File: config.mk
export PLATFORM = sky130hd
export DESIGN_NAME = lpse_top
export DESIGN_NICKNAME = d
export VERILOG_FILES = /design/src/shared/lpse_pkg.sv /design/src/hdl/lpse_exec_tick.sv /design/src/hdl/lpse_top.sv
export VERILOG_INCLUDE_DIRS = /design/src /design/src/shared
export SDC_FILE = /design/constraint.sdc
export NUM_CORES = 1
export LEC_CHECK = 0
export BUFFER_PORTS_ARGS = -buffer_cell sky130_fd_sc_hd__buf_2
export CAP_MARGIN = 25
export CORE_UTILIZATION = 56
export DETAILED_ROUTE_END_ITERATION = 8
export PLACE_DENSITY = 0.78
export SLEW_MARGIN = 25
export SYNTH_ARGS = -nofsm -noshare
export SYNTH_HDL_FRONTEND = slang
export SYNTH_HIERARCHICAL = 1
export SYNTH_SLANG_ARGS = --single-unit
File: constraint.sdc
create_clock -name clk -period 5.7 [get_ports clk]
set_input_delay 0.285 -clock clk [delete_from_list [all_inputs] [get_ports clk]]
set_output_delay 0.285 -clock clk [all_outputs]
set_load 0.01 [all_outputs]
File: src/shared/lpse_defs.svh
/*
 * Constants of the LED pulse stream encoder: register offsets, field
 * positions, reset values, instruction encoding and program layout.
 * Assumes inclusion by bare name from design files that need them.
 */
`ifndef LPSE_DEFS_SVH
`define LPSE_DEFS_SVH

// Register offsets (byte addresses)
`define LPSE_ADDR_CTRL       8'h00
`define LPSE_ADDR_CLKDIV     8'h04
`define LPSE_ADDR_TIMING     8'h08
`define LPSE_ADDR_TXDATA     8'h0c
`define LPSE_ADDR_STATUS     8'h10

// Reset values
`define LPSE_CTRL_RESET      32'h0000_0184
`define LPSE_TIMING_RESET    32'h0004_0303
`define LPSE_CLKDIV_RESET    16'h0002

// Control field positions
`define LPSE_CTRL_ENABLE     0
`define LPSE_CTRL_SHIFT_RIGHT 1
`define LPSE_CTRL_AUTOPULL   2
`define LPSE_CTRL_THRESH_LO  4
`define LPSE_CTRL_THRESH_HI  8

// Timing field positions (cycles, 1..16 usable)
`define LPSE_TIM_LEAD_LO     0
`define LPSE_TIM_LEAD_HI     4
`define LPSE_TIM_VALUE_LO    8
`define LPSE_TIM_VALUE_HI    12
`define LPSE_TIM_GAP_LO      16
`define LPSE_TIM_GAP_HI      20

// Status field positions
`define LPSE_ST_QUEUE_FULL   0
`define LPSE_ST_STALLED      1
`define LPSE_ST_LINE         2
`define LPSE_ST_PC_LO        3
`define LPSE_ST_PC_HI        4
`define LPSE_ST_CNT_LO       5
`define LPSE_ST_CNT_HI       10

// Instruction encoding
`define LPSE_OP_JMP          3'h0
`define LPSE_OP_OUT          3'h3
`define LPSE_OP_MOV          3'h5
`define LPSE_COND_ALWAYS     3'h0
`define LPSE_COND_NOT_X      3'h1
`define LPSE_DEST_X          3'h1
`define LPSE_NOP_OPERAND     8'h42
`define LPSE_OUT_ONE_BIT     5'h01

// Program layout
`define LPSE_PC_BITLOOP      5'h00
`define LPSE_PC_BRANCH       5'h01
`define LPSE_PC_DO_ONE       5'h02
`define LPSE_PC_DO_ZERO      5'h03
`define LPSE_PC_WRAP_TARGET  5'h00
`define LPSE_PC_WRAP         5'h03

// Shift register geometry
`define LPSE_OSR_FULL_COUNT  6'h20

`endif

File: src/shared/lpse_pkg.sv
/*
 * Types of the LED pulse stream encoder: configuration and instruction
 * layouts. Assumes lpse_defs.svh supplies the numeric constants.
 */
package lpse_pkg;

	typedef struct packed {
		logic [4:0] thresh;
		logic       autopull;
		logic       shift_right;
		logic       enable;
	} lpse_cfg_t;

	typedef struct packed {
		logic [4:0] gap;
		logic [4:0] value;
		logic [4:0] lead;
	} lpse_timing_t;

	// 16-bit word: op, one side-set bit, four delay bits, operand
	typedef struct packed {
		logic [2:0] op;
		logic       side;
		logic [3:0] delay;
		logic [7:0] operand;
	} lpse_instr_t;

endpackage : lpse_pkg

File: src/hdl/lpse_exec_tick.sv
/*
 * Execution-rate divider: one-cycle enable pulse every divisor clocks.
 * Assumes a single clock and a synchronous active-high reset.
 */
`timescale 1ns/1ps

module lpse_exec_tick #(
	parameter int WIDTH = 16
) (
	input  wire logic             clk,
	input  wire logic             reset,
	input  wire logic             run,
	input  wire logic [WIDTH-1:0] divisor,
	output logic                  tick
);

	logic [WIDTH-1:0] count;
	logic [WIDTH-1:0] next_count;
	logic             next_tick;
	logic [WIDTH-1:0] limit;

	always_comb begin
		limit      = (divisor == '0) ? '0 : divisor - 1'b1;
		next_count = count;
		next_tick  = 1'b0;
		if (!run) begin
			next_count = '0;
		end else if (count >= limit) begin
			next_count = '0;
			next_tick  = 1'b1;
		end else begin
			next_count = count + 1'b1;
		end
	end

	always_ff @(posedge clk) begin
		if (reset) begin
			count <= '0;
			tick  <= 1'b0;
		end else begin
			count <= next_count;
			tick  <= next_tick;
		end
	end

endmodule : lpse_exec_tick

File: src/hdl/lpse_top.sv
/*
 * LED pulse stream encoder: register port, one-word transmit queue,
 * output shift register and a fixed four-instruction bit program that
 * turns each data bit into a width-coded high pulse on one line.
 * Assumes a 20 MHz clock, synchronous reset, and a host that never
 * pushes while the queue reports full.
 */
// Design decisions made here: strobed register access and the register offsets.
// Summary of operation
// - Every data bit leaves as one positive pulse; width gives its value.
// - A long low period latches the colour data in the LEDs.
// - Default timing: lead 3, value 3, gap 4 cycles.
// - Step one drives low, shifts one bit to scratch, lasts gap cycles.
// - Side-set level applies even while the shift step stalls.
// - Step two drives high for lead cycles and branches on a zero bit.
// - One bit stays high value cycles more, then loops back.
// - Zero bit drives low value cycles doing nothing else.
// - Instructions are 16 bits with a delay applied after completion.
// - One side-set bit leaves a four-bit delay of 0 to 15.
// - Every instruction drives its side-set value once.
// - Shift register loads whole 32-bit words from the queue.
// - Shift count from the instruction, direction from configuration.
// - Enabled machine with autopull stalls on empty queue and resumes on data.
// - All counts are execution cycles, slowed by the divider.
// - Wrap returns to the target with no extra cycle unless jumping.
// - Autopull refills in the background after the threshold count.
// - Shifting fills with zeroes once all loaded bits are gone.
`timescale 1ns/1ps

`include "lpse_defs.svh"

module lpse_top #(
	parameter logic [15:0] CLKDIV_RESET = `LPSE_CLKDIV_RESET
) (
	input  wire logic        clk,
	input  wire logic        reset,
	input  wire logic [7:0]  addr,
	input  wire logic [31:0] wdata,
	input  wire logic        wr,
	input  wire logic        rd,
	output logic [31:0]      rdata,
	output logic             led_line
);

	lpse_pkg::lpse_cfg_t    cfg;
	lpse_pkg::lpse_timing_t timing;
	logic [15:0]            clkdiv;
	logic [31:0]            q_word;
	logic                   q_full;
	logic [31:0]            outgoing_shift_reg;
	logic [5:0]             shift_cnt;
	logic [4:0]             pc;
	logic [3:0]             delay_cnt;
	logic                   scratch_x;
	logic                   stalled;

	lpse_pkg::lpse_cfg_t    next_cfg;
	lpse_pkg::lpse_timing_t next_timing;
	logic [15:0]            next_clkdiv;
	logic [31:0]            next_q_word;
	logic                   next_q_full;
	logic [31:0]            next_outgoing_shift_reg;
	logic [5:0]             next_shift_cnt;
	logic [4:0]             next_pc;
	logic [3:0]             next_delay_cnt;
	logic                   next_scratch_x;
	logic                   next_stalled;
	logic                   next_led_line;
	logic [31:0]            next_rdata;

	logic                   exec_tick;
	lpse_pkg::lpse_instr_t  instr;
	logic [5:0]             thresh_bits;
	logic [5:0]             out_bits;
	logic [4:0]             seq_pc;
	logic                   need_pull;
	logic                   pop;
	logic [31:0]            src_word;
	logic [5:0]             src_cnt;
	logic [31:0]            out_value;
	logic [6:0]             cnt_sum;

	// Reset fields are picked one by one; the control map has a hole at bit 3
	localparam logic [31:0] CTRL_RST   = `LPSE_CTRL_RESET;
	localparam logic [31:0] TIMING_RST = `LPSE_TIMING_RESET;

	// Execution-rate enable
	lpse_exec_tick #(
		.WIDTH   (16)
	) u_tick (
		.clk     (clk),
		.reset   (reset),
		.run     (cfg.enable),
		.divisor (clkdiv),
		.tick    (exec_tick)
	);

	// Build a 16-bit word; delay field is cycles minus one in four bits
	function automatic lpse_pkg::lpse_instr_t make_instr(
		input logic [2:0] op,
		input logic       side,
		input logic [4:0] cycles,
		input logic [7:0] operand
	);
		lpse_pkg::lpse_instr_t w;
		logic [4:0]            d;
		d         = (cycles == 5'h00) ? 5'h00 : cycles - 5'h01;
		w.op      = op;
		w.side    = side;
		w.delay   = d[3:0];
		w.operand = operand;
		return w;
	endfunction : make_instr

	// Program memory, rebuilt from the timing register
	always_comb begin
		case (pc)
			`LPSE_PC_BITLOOP: instr = make_instr(`LPSE_OP_OUT, 1'b0, timing.gap,
				{`LPSE_DEST_X, `LPSE_OUT_ONE_BIT});
			`LPSE_PC_BRANCH:  instr = make_instr(`LPSE_OP_JMP, 1'b1, timing.lead,
				{`LPSE_COND_NOT_X, `LPSE_PC_DO_ZERO});
			`LPSE_PC_DO_ONE:  instr = make_instr(`LPSE_OP_JMP, 1'b1, timing.value,
				{`LPSE_COND_ALWAYS, `LPSE_PC_BITLOOP});
			`LPSE_PC_DO_ZERO: instr = make_instr(`LPSE_OP_MOV, 1'b0, timing.value,
				`LPSE_NOP_OPERAND);
			default:          instr = make_instr(`LPSE_OP_MOV, 1'b0, 5'h01, `LPSE_NOP_OPERAND);
		endcase
	end

	always_comb begin
		thresh_bits = (cfg.thresh == 5'h00) ? `LPSE_OSR_FULL_COUNT : {1'b0, cfg.thresh};
		out_bits    = (instr.operand[4:0] == 5'h00) ? `LPSE_OSR_FULL_COUNT : {1'b0, instr.operand[4:0]};
		// Wrap costs no cycle
		seq_pc      = (pc == `LPSE_PC_WRAP) ? `LPSE_PC_WRAP_TARGET : pc + 5'h01;
		need_pull   = cfg.autopull && (shift_cnt >= thresh_bits);
		src_word    = need_pull ? q_word : outgoing_shift_reg;
		src_cnt     = need_pull ? 6'h00 : shift_cnt;
		cnt_sum     = {1'b0, src_cnt} + {1'b0, out_bits};
		// Bits leaving the chosen end; count and direction
		if (cfg.shift_right) begin
			out_value = (out_bits == `LPSE_OSR_FULL_COUNT) ? src_word
				: (src_word & ((32'h0000_0001 << out_bits) - 32'h0000_0001));
		end else begin
			out_value = (out_bits == `LPSE_OSR_FULL_COUNT) ? src_word
				: (src_word >> (`LPSE_OSR_FULL_COUNT - out_bits));
		end
	end

	// Execution engine
	always_comb begin
		next_outgoing_shift_reg = outgoing_shift_reg;
		next_shift_cnt          = shift_cnt;
		next_pc                 = pc;
		next_delay_cnt          = delay_cnt;
		next_scratch_x          = scratch_x;
		next_stalled            = stalled;
		next_led_line           = led_line;
		pop                     = 1'b0;
		if (!cfg.enable) begin
			next_pc        = `LPSE_PC_WRAP_TARGET;
			next_delay_cnt = 4'h0;
			next_shift_cnt = `LPSE_OSR_FULL_COUNT;
			next_stalled   = 1'b0;
			next_led_line  = 1'b0;
		end else if (exec_tick) begin
			if (delay_cnt != 4'h0) begin
				next_delay_cnt = delay_cnt - 4'h1;
			end else begin
				next_led_line = instr.side;
				next_stalled  = 1'b0;
				case (instr.op)
					`LPSE_OP_OUT: begin
						if (need_pull && !q_full) begin
							next_stalled = 1'b1;
						end else begin
							pop            = need_pull;
							next_scratch_x = |out_value;
							next_outgoing_shift_reg = cfg.shift_right
								? (src_word >> out_bits) : (src_word << out_bits);
							next_shift_cnt = (cnt_sum > {1'b0, `LPSE_OSR_FULL_COUNT})
								? `LPSE_OSR_FULL_COUNT : cnt_sum[5:0];
							next_pc        = seq_pc;
							next_delay_cnt = instr.delay;
						end
					end
					`LPSE_OP_JMP: begin
						if ((instr.operand[7:5] == `LPSE_COND_ALWAYS)
							|| ((instr.operand[7:5] == `LPSE_COND_NOT_X) && !scratch_x)) begin
							next_pc = instr.operand[4:0];
						end else begin
							next_pc = seq_pc;
						end
						next_delay_cnt = instr.delay;
					end
					default: begin
						next_pc        = seq_pc;
						next_delay_cnt = instr.delay;
					end
				endcase
			end
		end
		// Background refill once threshold is reached
		if (cfg.enable && !pop && q_full && cfg.autopull && (next_shift_cnt >= thresh_bits)) begin
			pop                     = 1'b1;
			next_outgoing_shift_reg = q_word;
			next_shift_cnt          = 6'h00;
		end
	end

	// Register port and transmit queue
	always_comb begin
		next_cfg    = cfg;
		next_timing = timing;
		next_clkdiv = clkdiv;
		next_q_word = q_word;
		next_q_full = q_full && !pop;
		next_rdata  = 32'h0000_0000;
		if (wr) begin
			case (addr)
				`LPSE_ADDR_CTRL: begin
					next_cfg.enable      = wdata[`LPSE_CTRL_ENABLE];
					next_cfg.shift_right = wdata[`LPSE_CTRL_SHIFT_RIGHT];
					next_cfg.autopull    = wdata[`LPSE_CTRL_AUTOPULL];
					next_cfg.thresh      = wdata[`LPSE_CTRL_THRESH_HI:`LPSE_CTRL_THRESH_LO];
				end
				`LPSE_ADDR_CLKDIV: next_clkdiv = wdata[15:0];
				`LPSE_ADDR_TIMING: begin
					next_timing.lead  = wdata[`LPSE_TIM_LEAD_HI:`LPSE_TIM_LEAD_LO];
					next_timing.value = wdata[`LPSE_TIM_VALUE_HI:`LPSE_TIM_VALUE_LO];
					next_timing.gap   = wdata[`LPSE_TIM_GAP_HI:`LPSE_TIM_GAP_LO];
				end
				`LPSE_ADDR_TXDATA: begin
					// Push into a full queue is dropped unless the queue pops in the same cycle
					if (!q_full || pop) begin
						next_q_word = wdata;
						next_q_full = 1'b1;
					end
				end
				default: ;
			endcase
		end
		if (rd) begin
			case (addr)
				`LPSE_ADDR_CTRL: begin
					next_rdata[`LPSE_CTRL_ENABLE]      = cfg.enable;
					next_rdata[`LPSE_CTRL_SHIFT_RIGHT] = cfg.shift_right;
					next_rdata[`LPSE_CTRL_AUTOPULL]    = cfg.autopull;
					next_rdata[`LPSE_CTRL_THRESH_HI:`LPSE_CTRL_THRESH_LO] = cfg.thresh;
				end
				`LPSE_ADDR_CLKDIV: next_rdata[15:0] = clkdiv;
				`LPSE_ADDR_TIMING: begin
					next_rdata[`LPSE_TIM_LEAD_HI:`LPSE_TIM_LEAD_LO]   = timing.lead;
					next_rdata[`LPSE_TIM_VALUE_HI:`LPSE_TIM_VALUE_LO] = timing.value;
					next_rdata[`LPSE_TIM_GAP_HI:`LPSE_TIM_GAP_LO]     = timing.gap;
				end
				`LPSE_ADDR_STATUS: begin
					next_rdata[`LPSE_ST_QUEUE_FULL] = q_full;
					next_rdata[`LPSE_ST_STALLED]    = stalled;
					next_rdata[`LPSE_ST_LINE]       = led_line;
					next_rdata[`LPSE_ST_PC_HI:`LPSE_ST_PC_LO]   = pc[1:0];
					next_rdata[`LPSE_ST_CNT_HI:`LPSE_ST_CNT_LO] = shift_cnt;
				end
				default: ;
			endcase
		end
	end

	always_ff @(posedge clk) begin
		if (reset) begin
			cfg.enable         <= CTRL_RST[`LPSE_CTRL_ENABLE];
			cfg.shift_right    <= CTRL_RST[`LPSE_CTRL_SHIFT_RIGHT];
			cfg.autopull       <= CTRL_RST[`LPSE_CTRL_AUTOPULL];
			cfg.thresh         <= CTRL_RST[`LPSE_CTRL_THRESH_HI:`LPSE_CTRL_THRESH_LO];
			timing.lead        <= TIMING_RST[`LPSE_TIM_LEAD_HI:`LPSE_TIM_LEAD_LO];
			timing.value       <= TIMING_RST[`LPSE_TIM_VALUE_HI:`LPSE_TIM_VALUE_LO];
			timing.gap         <= TIMING_RST[`LPSE_TIM_GAP_HI:`LPSE_TIM_GAP_LO];
			clkdiv             <= CLKDIV_RESET;
			q_word             <= 32'h0000_0000;
			q_full             <= 1'b0;
			outgoing_shift_reg <= 32'h0000_0000;
			shift_cnt          <= `LPSE_OSR_FULL_COUNT;
			pc                 <= `LPSE_PC_WRAP_TARGET;
			delay_cnt          <= 4'h0;
			scratch_x          <= 1'b0;
			stalled            <= 1'b0;
			led_line           <= 1'b0;
			rdata              <= 32'h0000_0000;
		end else begin
			cfg                <= next_cfg;
			timing             <= next_timing;
			clkdiv             <= next_clkdiv;
			q_word             <= next_q_word;
			q_full             <= next_q_full;
			outgoing_shift_reg <= next_outgoing_shift_reg;
			shift_cnt          <= next_shift_cnt;
			pc                 <= next_pc;
			delay_cnt          <= next_delay_cnt;
			scratch_x          <= next_scratch_x;
			stalled            <= next_stalled;
			led_line           <= next_led_line;
			rdata              <= next_rdata;
		end
	end

endmodule : lpse_top

; ---- Yosys cells after proc, flatten, opt, wreduce, memory -nomap -nowiden
; Index checks and enable logic that the tools add are counted.
; W data, S select, Z words.
[op_classes]
n_reduce_logical = 44
n_mux = 52
addsub = 10
bitwise = 7
magnitude_cmp = 4
shift = 4
eq_ne = 14
[op_table]
columns = op, n
row1 = $mux W32, 11
row2 = $pmux W16 S4, 1
row3 = $shr A32 B6 Y32, 2
row4 = $mux W6, 10
row5 = $and A32 B32 Y32, 1
row6 = $reduce_or A32 Y1, 1
row7 = $shl A1 B6 Y32 const A, 1
row8 = $shl A32 B6 Y32, 1
row9 = $sub A32 B1 Y32 const B, 1
row10 = $logic_not A5 Y1, 6
row11 = $mux W4, 6
row12 = $add A16 B1 Y16 const B, 1
row13 = $eq A8 B4 Y1 const B, 2
row14 = $ge A16 B16 Y1, 1
row15 = $logic_not A16 Y1, 1
row16 = $mux W16, 1
row17 = $sub A16 B1 Y16 const B, 1
row18 = $sub A4 B1 Y4 const B, 4
row19 = $mux W5, 3
row20 = $ge A6 B6 Y1, 2
row21 = $mux W1, 12
row22 = $pmux W3 S4, 1
row23 = $eq A5 B2 Y1 const B, 2
row24 = $pmux W5 S2, 1
row25 = other kinds (31), 62
[totals]
in_bits = 44
elab_cells = 159
reg_bits = 171
output_inout_bits = 33

; ---- Longest topological paths before layout
[depth]
depth_word = 21
depth_mapped = 30
ltp_nobuf = 25

; ---- Hierarchy
; The synthesis kept the hierarchy.
[modules_own_cells]
columns = module, cells_per_inst, area_each_um2, n_inst, seq_area_each_um2
row1 = lpse_top, 1232, 10008.3, 1, 2862.7
row2 = lpse_exec_tick, 179, 1486.4, 1, 340.3

; ---- Least setup slack after synthesis
; Ideal clock, no wire load.
[synth_timing]
path_kind = reg-to-reg
start = register cfg[7] in the netlist's numbering
end = register q_word[22]
required_ps = 5630
path_stages_with_launch = 30
period_less_slack_ps = 5383
slack_ps = 317
t_arrival_ps = 5312
n_path_buf = 4
setup_ps = 70
cell_sequence = dfxtp_1 -> nor3_1 -> nand3_1 -> ha_1 -> o21a_1 -> o21ai_0 -> a21o_1 -> buf_4 -> buf_2 -> buf_2 -> and2_1 -> ha_1 -> a21o_1 -> nand2_1 -> xor2_1 -> o21ai_0 -> o32ai_1 -> nand4_1 -> o21ai_0 -> nand2_1 -> ha_1 -> nand2b_1 -> a21o_1 -> a21o_1 -> a21o_1 -> a211o_1 -> a21boi_0 -> clkbuf_1 -> o21ai_0 -> a21oi_1
[synth_via]
elab_chain_cells = 18
word_cells_on_any_way = 28
cone_classes = add/sub (1) / order compare (3) / mux (14) / reduce/logical (10)
[synth_rtl]
columns = element, line
row1 = start: declaration, lpse_top.sv:45  ; lpse_pkg::lpse_cfg_t cfg;
row2 = start signal: assignment, lpse_top.sv:289  ; cfg <= next_cfg;
row3 = $logic_not A5 Y1, lpse_top.sv:131  ; thresh_bits = (cfg.thresh == 5'h00) ? `LPSE_OSR_FULL_COUNT : {1'b0, cfg.thresh};
row4 = $mux W6 *, lpse_top.sv:131
row5 = $ge A6 B6 Y1, lpse_top.sv:135  ; need_pull = cfg.autopull && (shift_cnt >= thresh_bits);
row6 = $logic_and A1 B1 Y1, lpse_top.sv:135
row7 = $mux W6 or $logic_and A1 B1 Y1 (tied branches), "lpse_top.sv:137, lpse_top.sv:173"
row8 = $add A6 B6 Y7 or $mux W1 (tied branches), "lpse_top.sv:138, lpse_top.sv:173"
row9 = $gt A7 B6 Y1 or $mux W1 (tied branches), "lpse_top.sv:180, lpse_top.sv:171"
row10 = $mux W6 or $mux W1 (tied branches), "lpse_top.sv:180, lpse_top.sv:166"
row11 = (+2 left out), -
row12 = $mux W6 or $logic_not A1 Y1 (tied branches), "lpse_top.sv:166, lpse_top.sv:203"
row13 = $mux W6 or $logic_and A1 B1 Y1 (tied branches), "lpse_top.sv:165, lpse_top.sv:203"
row14 = $mux W6 or $logic_and A1 B1 Y1 (tied branches), "lpse_top.sv:159, lpse_top.sv:203"
row15 = $ge A6 B6 Y1 or $logic_and A1 B1 Y1 (tied branches), lpse_top.sv:203  ; if (cfg.enable && !pop && q_full && cfg.autopull && (next_shift_cnt >= thresh_bits)) begin
row16 = $logic_and A1 B1 Y1, lpse_top.sv:203
row17 = $mux W1 *, lpse_top.sv:203
row18 = $logic_or A1 B1 Y1 *, lpse_top.sv:234  ; if (!q_full || pop) begin
row19 = $reduce_and A3 Y1 (no line) *, -
row20 = end signal: assignment, lpse_top.sv:292  ; q_word <= next_q_word;
row21 = end: declaration, lpse_top.sv:48  ; logic [31:0] q_word;
; Every way passes the cells marked *; elsewhere a longest branch is shown, timed or not.
; A chain may end at the register's enable or synchronous reset.

; ---- Final worst setup path
[layout_timing]
start = register cfg[3] in the netlist's numbering
end = register outgoing_shift_reg[12]
[layout_via]
elab_chain_cells = 17
word_cells_on_any_way = 41
cone_classes = add/sub (1) / order compare (3) / eq/ne (2) / shift (2) / mux (21) / reduce/logical (12)
[layout_rtl]
columns = element, line
row1 = $logic_not A5 Y1, lpse_top.sv:131
row2 = $mux W6 *, lpse_top.sv:131
row3 = $ge A6 B6 Y1, lpse_top.sv:135
row4 = $logic_and A1 B1 Y1, lpse_top.sv:135
row5 = $mux W6 or $logic_and A1 B1 Y1 (tied branches), "lpse_top.sv:137, lpse_top.sv:173"
row6 = $add A6 B6 Y7 or $mux W1 (tied branches), "lpse_top.sv:138, lpse_top.sv:173"
row7 = $gt A7 B6 Y1 or $mux W1 (tied branches), "lpse_top.sv:180, lpse_top.sv:171"
row8 = $mux W6 or $mux W1 (tied branches), "lpse_top.sv:180, lpse_top.sv:166"
row9 = $mux W6 or $mux W1 (tied branches), "lpse_top.sv:173, lpse_top.sv:165"
row10 = $mux W6 or $mux W1 (tied branches), "lpse_top.sv:171, lpse_top.sv:159"
row11 = $mux W6 or $logic_not A1 Y1 (tied branches), "lpse_top.sv:166, lpse_top.sv:203"
row12 = $mux W6 or $logic_and A1 B1 Y1 (tied branches), "lpse_top.sv:165, lpse_top.sv:203"
row13 = $mux W6 or $logic_and A1 B1 Y1 (tied branches), "lpse_top.sv:159, lpse_top.sv:203"
row14 = $ge A6 B6 Y1 or $logic_and A1 B1 Y1 (tied branches), lpse_top.sv:203
row15 = $logic_and A1 B1 Y1, lpse_top.sv:203
row16 = $ne A2 B1 Y1 (no line) or $reduce_bool A2 Y1 (tied branches), -
row17 = $reduce_and A5 Y1 (no line), -
row18 = end signal: assignment, lpse_top.sv:294  ; outgoing_shift_reg <= next_outgoing_shift_reg;
row19 = end: declaration, lpse_top.sv:50  ; logic [31:0] outgoing_shift_reg;
; Every way passes the cells marked *; elsewhere a longest branch is shown, timed or not. The select of a mux whose other input is x is not followed.

==> results.cfg <==
[timing]
tightest_slew_ps = 1115
hold_viol = 0
fin_crit_sh_pct = 93.10
rsz0062_at_grt = false
max_freq_ghz = 0.1884
whs_ps = 102.7
skew_ps = 15.08
final-setup-viol-count = 0
fin_crit_ps = 5307
slew_viol_final = 0
setup_ws_ps = 393.4
tns_ps = 0
max_slew_margin_pct = 25.66

[clocking]
clk_latency_ps = 440
clockRootBuffer = clkbuf_16
cts_buffers = 17
post-cts-setup-buffers = 0
tritoncts = done
htree_levels = 4
clkTransAtPathRegs_ps = 70
clock_path_buffers = 2
cts.sinks = 160

[floorplan]
ios = 77
num_rows = 52
die_h_um = 145.3
core_um2 = 20170
die-area_um2 = 21100
dieWidth_um = 145.3
start_util_pct = 56.99

[grt]
antenna_found_initial = 0
grt-ovfl-total = 0
grt_use_total_pct = 32.72
grt_max_degree = 91
grt_first_pass_wirelength_um = 55610
grt_pass1_vias = 10440

[worst_hold_path]
holdPathStages = 3
holdCritPathClass = in -> reg

[logic_synthesis]
synth_edf_count = 0
synth-async-reset-ratio_pct = 0
synth_top_cell_area_share_pct = 27.87
synth_ff_type = dfxtp_1
synth_seq_cells = 160
synthCells = 1411
ys_types = 84
yosys.area.top_type = dfxtp_1
synth_area_um2 = 11490
yosys_warnings = 6
ys_seq_area_share_pct = 27.87
synth_top_cells_by_area = dfxtp_1, mux2i_1, mux2_2
syn_avg_cell_area_um2 = 8.147

[drt]
first_iter_violations = 1424
first_pass_iters = 8
routedWlPerCell_um = 20.35
vias = 11100
route.antenna.remaining_nets = 0
wl_um = 34470
drc = 0
vias_per_cell = 6.553

[pwr]
ir_drop_uv = 228.9
p_leak_nw = 4.764
powerDensity_nw_per_um2 = 187.7

[setup_path]
max_stage_delay_ps = 360
regToRegSetupSlack_ps = 390
arrival_ps = 5590
criticalPathCategory = reg -> reg
startpoint = cfg[3]
timing.rr.start = cfg[3]
reg2reg_depth = 26
endpoint_kind = flip-flop
start_kind = flip-flop
crit_fanout = 17
cp_slowest_cell = dfxtp_1
r2r_end = outgoing_shift_reg[12]
critical_path_required_ps = 5980
cp_common_cell = a21o_1
endpoint = outgoing_shift_reg[12]

[placement]
place_area_um2 = 11850
io_buffers = 65
dp_slack_ps = 263.5
hpwl_um = 23700
gp_congestion = 0.9432

[layout]
syn2layout_area_growth_pct = 8.436
drive_gt1_share_pct = 16.30
fin_area_um2 = 12460
nets = 1503

[run]
maxCapViolations = 0

[outcome]
outcome = completed
layout make-up:
cell class	count	area, µm²
Clock inverter	12	132.6
Sequential cell	160	3203
Fill cell	1755	7705
Antenna cell	1	2.502
Clock buffer	19	442.9
Timing Repair Buffer	92	554.3
Inverter	35	133.9
Tap cell	270	337.8
Multi-Input combinational cell	1105	7657
worst min-delay path by stage:
| stage | end | slack [ps] | startpoint |
|---|---|---|---|
| finish | q_word[24] | 100 | wdata[24] |
| global route | q_word[21] | 110 | wdata[21] |
| CTS | q_word[27] | 100 | wdata[27] |
| detailed placement | timing[4] | 470 | timing[4] |
| global placement | timing[4] | 470 | timing[4] |
| floorplan | cfg[6] | 410 | wdata[7] |
placed cells by master (no fill, tap or decap), types with 13 or more instances in the layout:
master	instances
o21ai_0	108
mux2i_1	74
nor3_1	61
buf_2	64
clkbuf_16	17
nand3_1	61
nand2_1	117
dfxtp_1	160
xor2_1	19
a211oi_1	30
or3_1	31
ha_1	47
a21oi_1	83
xnor2_1	18
nor2_1	151
inv_1	33
nor4_1	13
and3_1	18
mux4_2	18
buf_4	25
mux2_2	58
what timing repair did:
item                       CTS  global route
resized for setup            0             5
setup endpoints to repair    0            60
hold buffers                 0             0
critical path, delay by kind of cell, from the launching register on:
| family | cells | cell delay, ps |
|---|---|---|
| AOI/OAI and AO/OA | 12 | 2340 |
| and+or+nand+nor | 9 | 1290 |
| adders and majority gates | 3 | 760 |
| buffers and inverters | 1 | 230 |
| xor gates and xnor gates | 1 | 170 |
| DFF | 1 | 360 |
routing by layer:
metal  up-vias  global-route usage [%]  part of all wire (%)
met1      5239                   41.45                    40
li1       5135                       -                     -
met4         0                   16.79                   4.3
met3       108                   5.692                   8.0
met2       619                   53.41                    48
met5         -                       0                     0
cells in the mapped netlist (9+ instances only):
library cell	n
buf_4	18
a21oi_1	85
nor4_1	13
a21o_1	9
mux4_2	18
mux2i_1	74
dfxtp_1	160
nand3_1	61
inv_1	33
nor2_1	152
buf_2	19
or3_1	31
nor3_1	61
nand4_1	11
xor2_1	19
o21ai_0	109
mux2_2	58
a211oi_1	30
nand2_1	117
ha_1	47
clkbuf_1	74
xnor2_1	18
and3_1	18
per-stage QoR:
| stage | cells | power, mW | utilization, % |
|---|---|---|---|
| after CTS | 1692 | 2.339 | 61.59 |
| after global routing | 1693 | 2.393 | 61.79 |
| final | 1694 | 2.340 | 61.80 |
| after floorplan | 1421 | 1.179 | - |
| after detailed placement | 1661 | 1.204 | 58.73 |
| after global placement | 1661 | 1.205 | 58.73 |
where the power goes:
part	leakage, nW	switching (mW)	total [mW]	internal, mW
Combinational	3.19	0.0439	0.0625	0.0186
Clock	0.288	0.500	1.16	0.658
Sequential	1.29	0.00129	1.12	1.12
Total	4.76	0.545	2.34	1.79
kinds of logic (layout without fill, tap and decap cells):
| family | count (synthesis) | count (layout) | share of synthesized area, % |
|---|---|---|---|
| buffers and inverters | 156 | 158 | 6.215 |
| other | 1 | 12 | 0.03262 |
| adders and majority gates | 48 | 48 | 5.290 |
| and+or+nand+nor | 525 | 525 | 22.55 |
| AOI/OAI and AO/OA | 326 | 326 | 17.74 |
| xor gates and xnor gates | 37 | 37 | 2.819 |
| muxes | 158 | 158 | 17.48 |
| DFF | 160 | 160 | 27.87 |
Note: power is estimated with default switching activity, not from simulation.
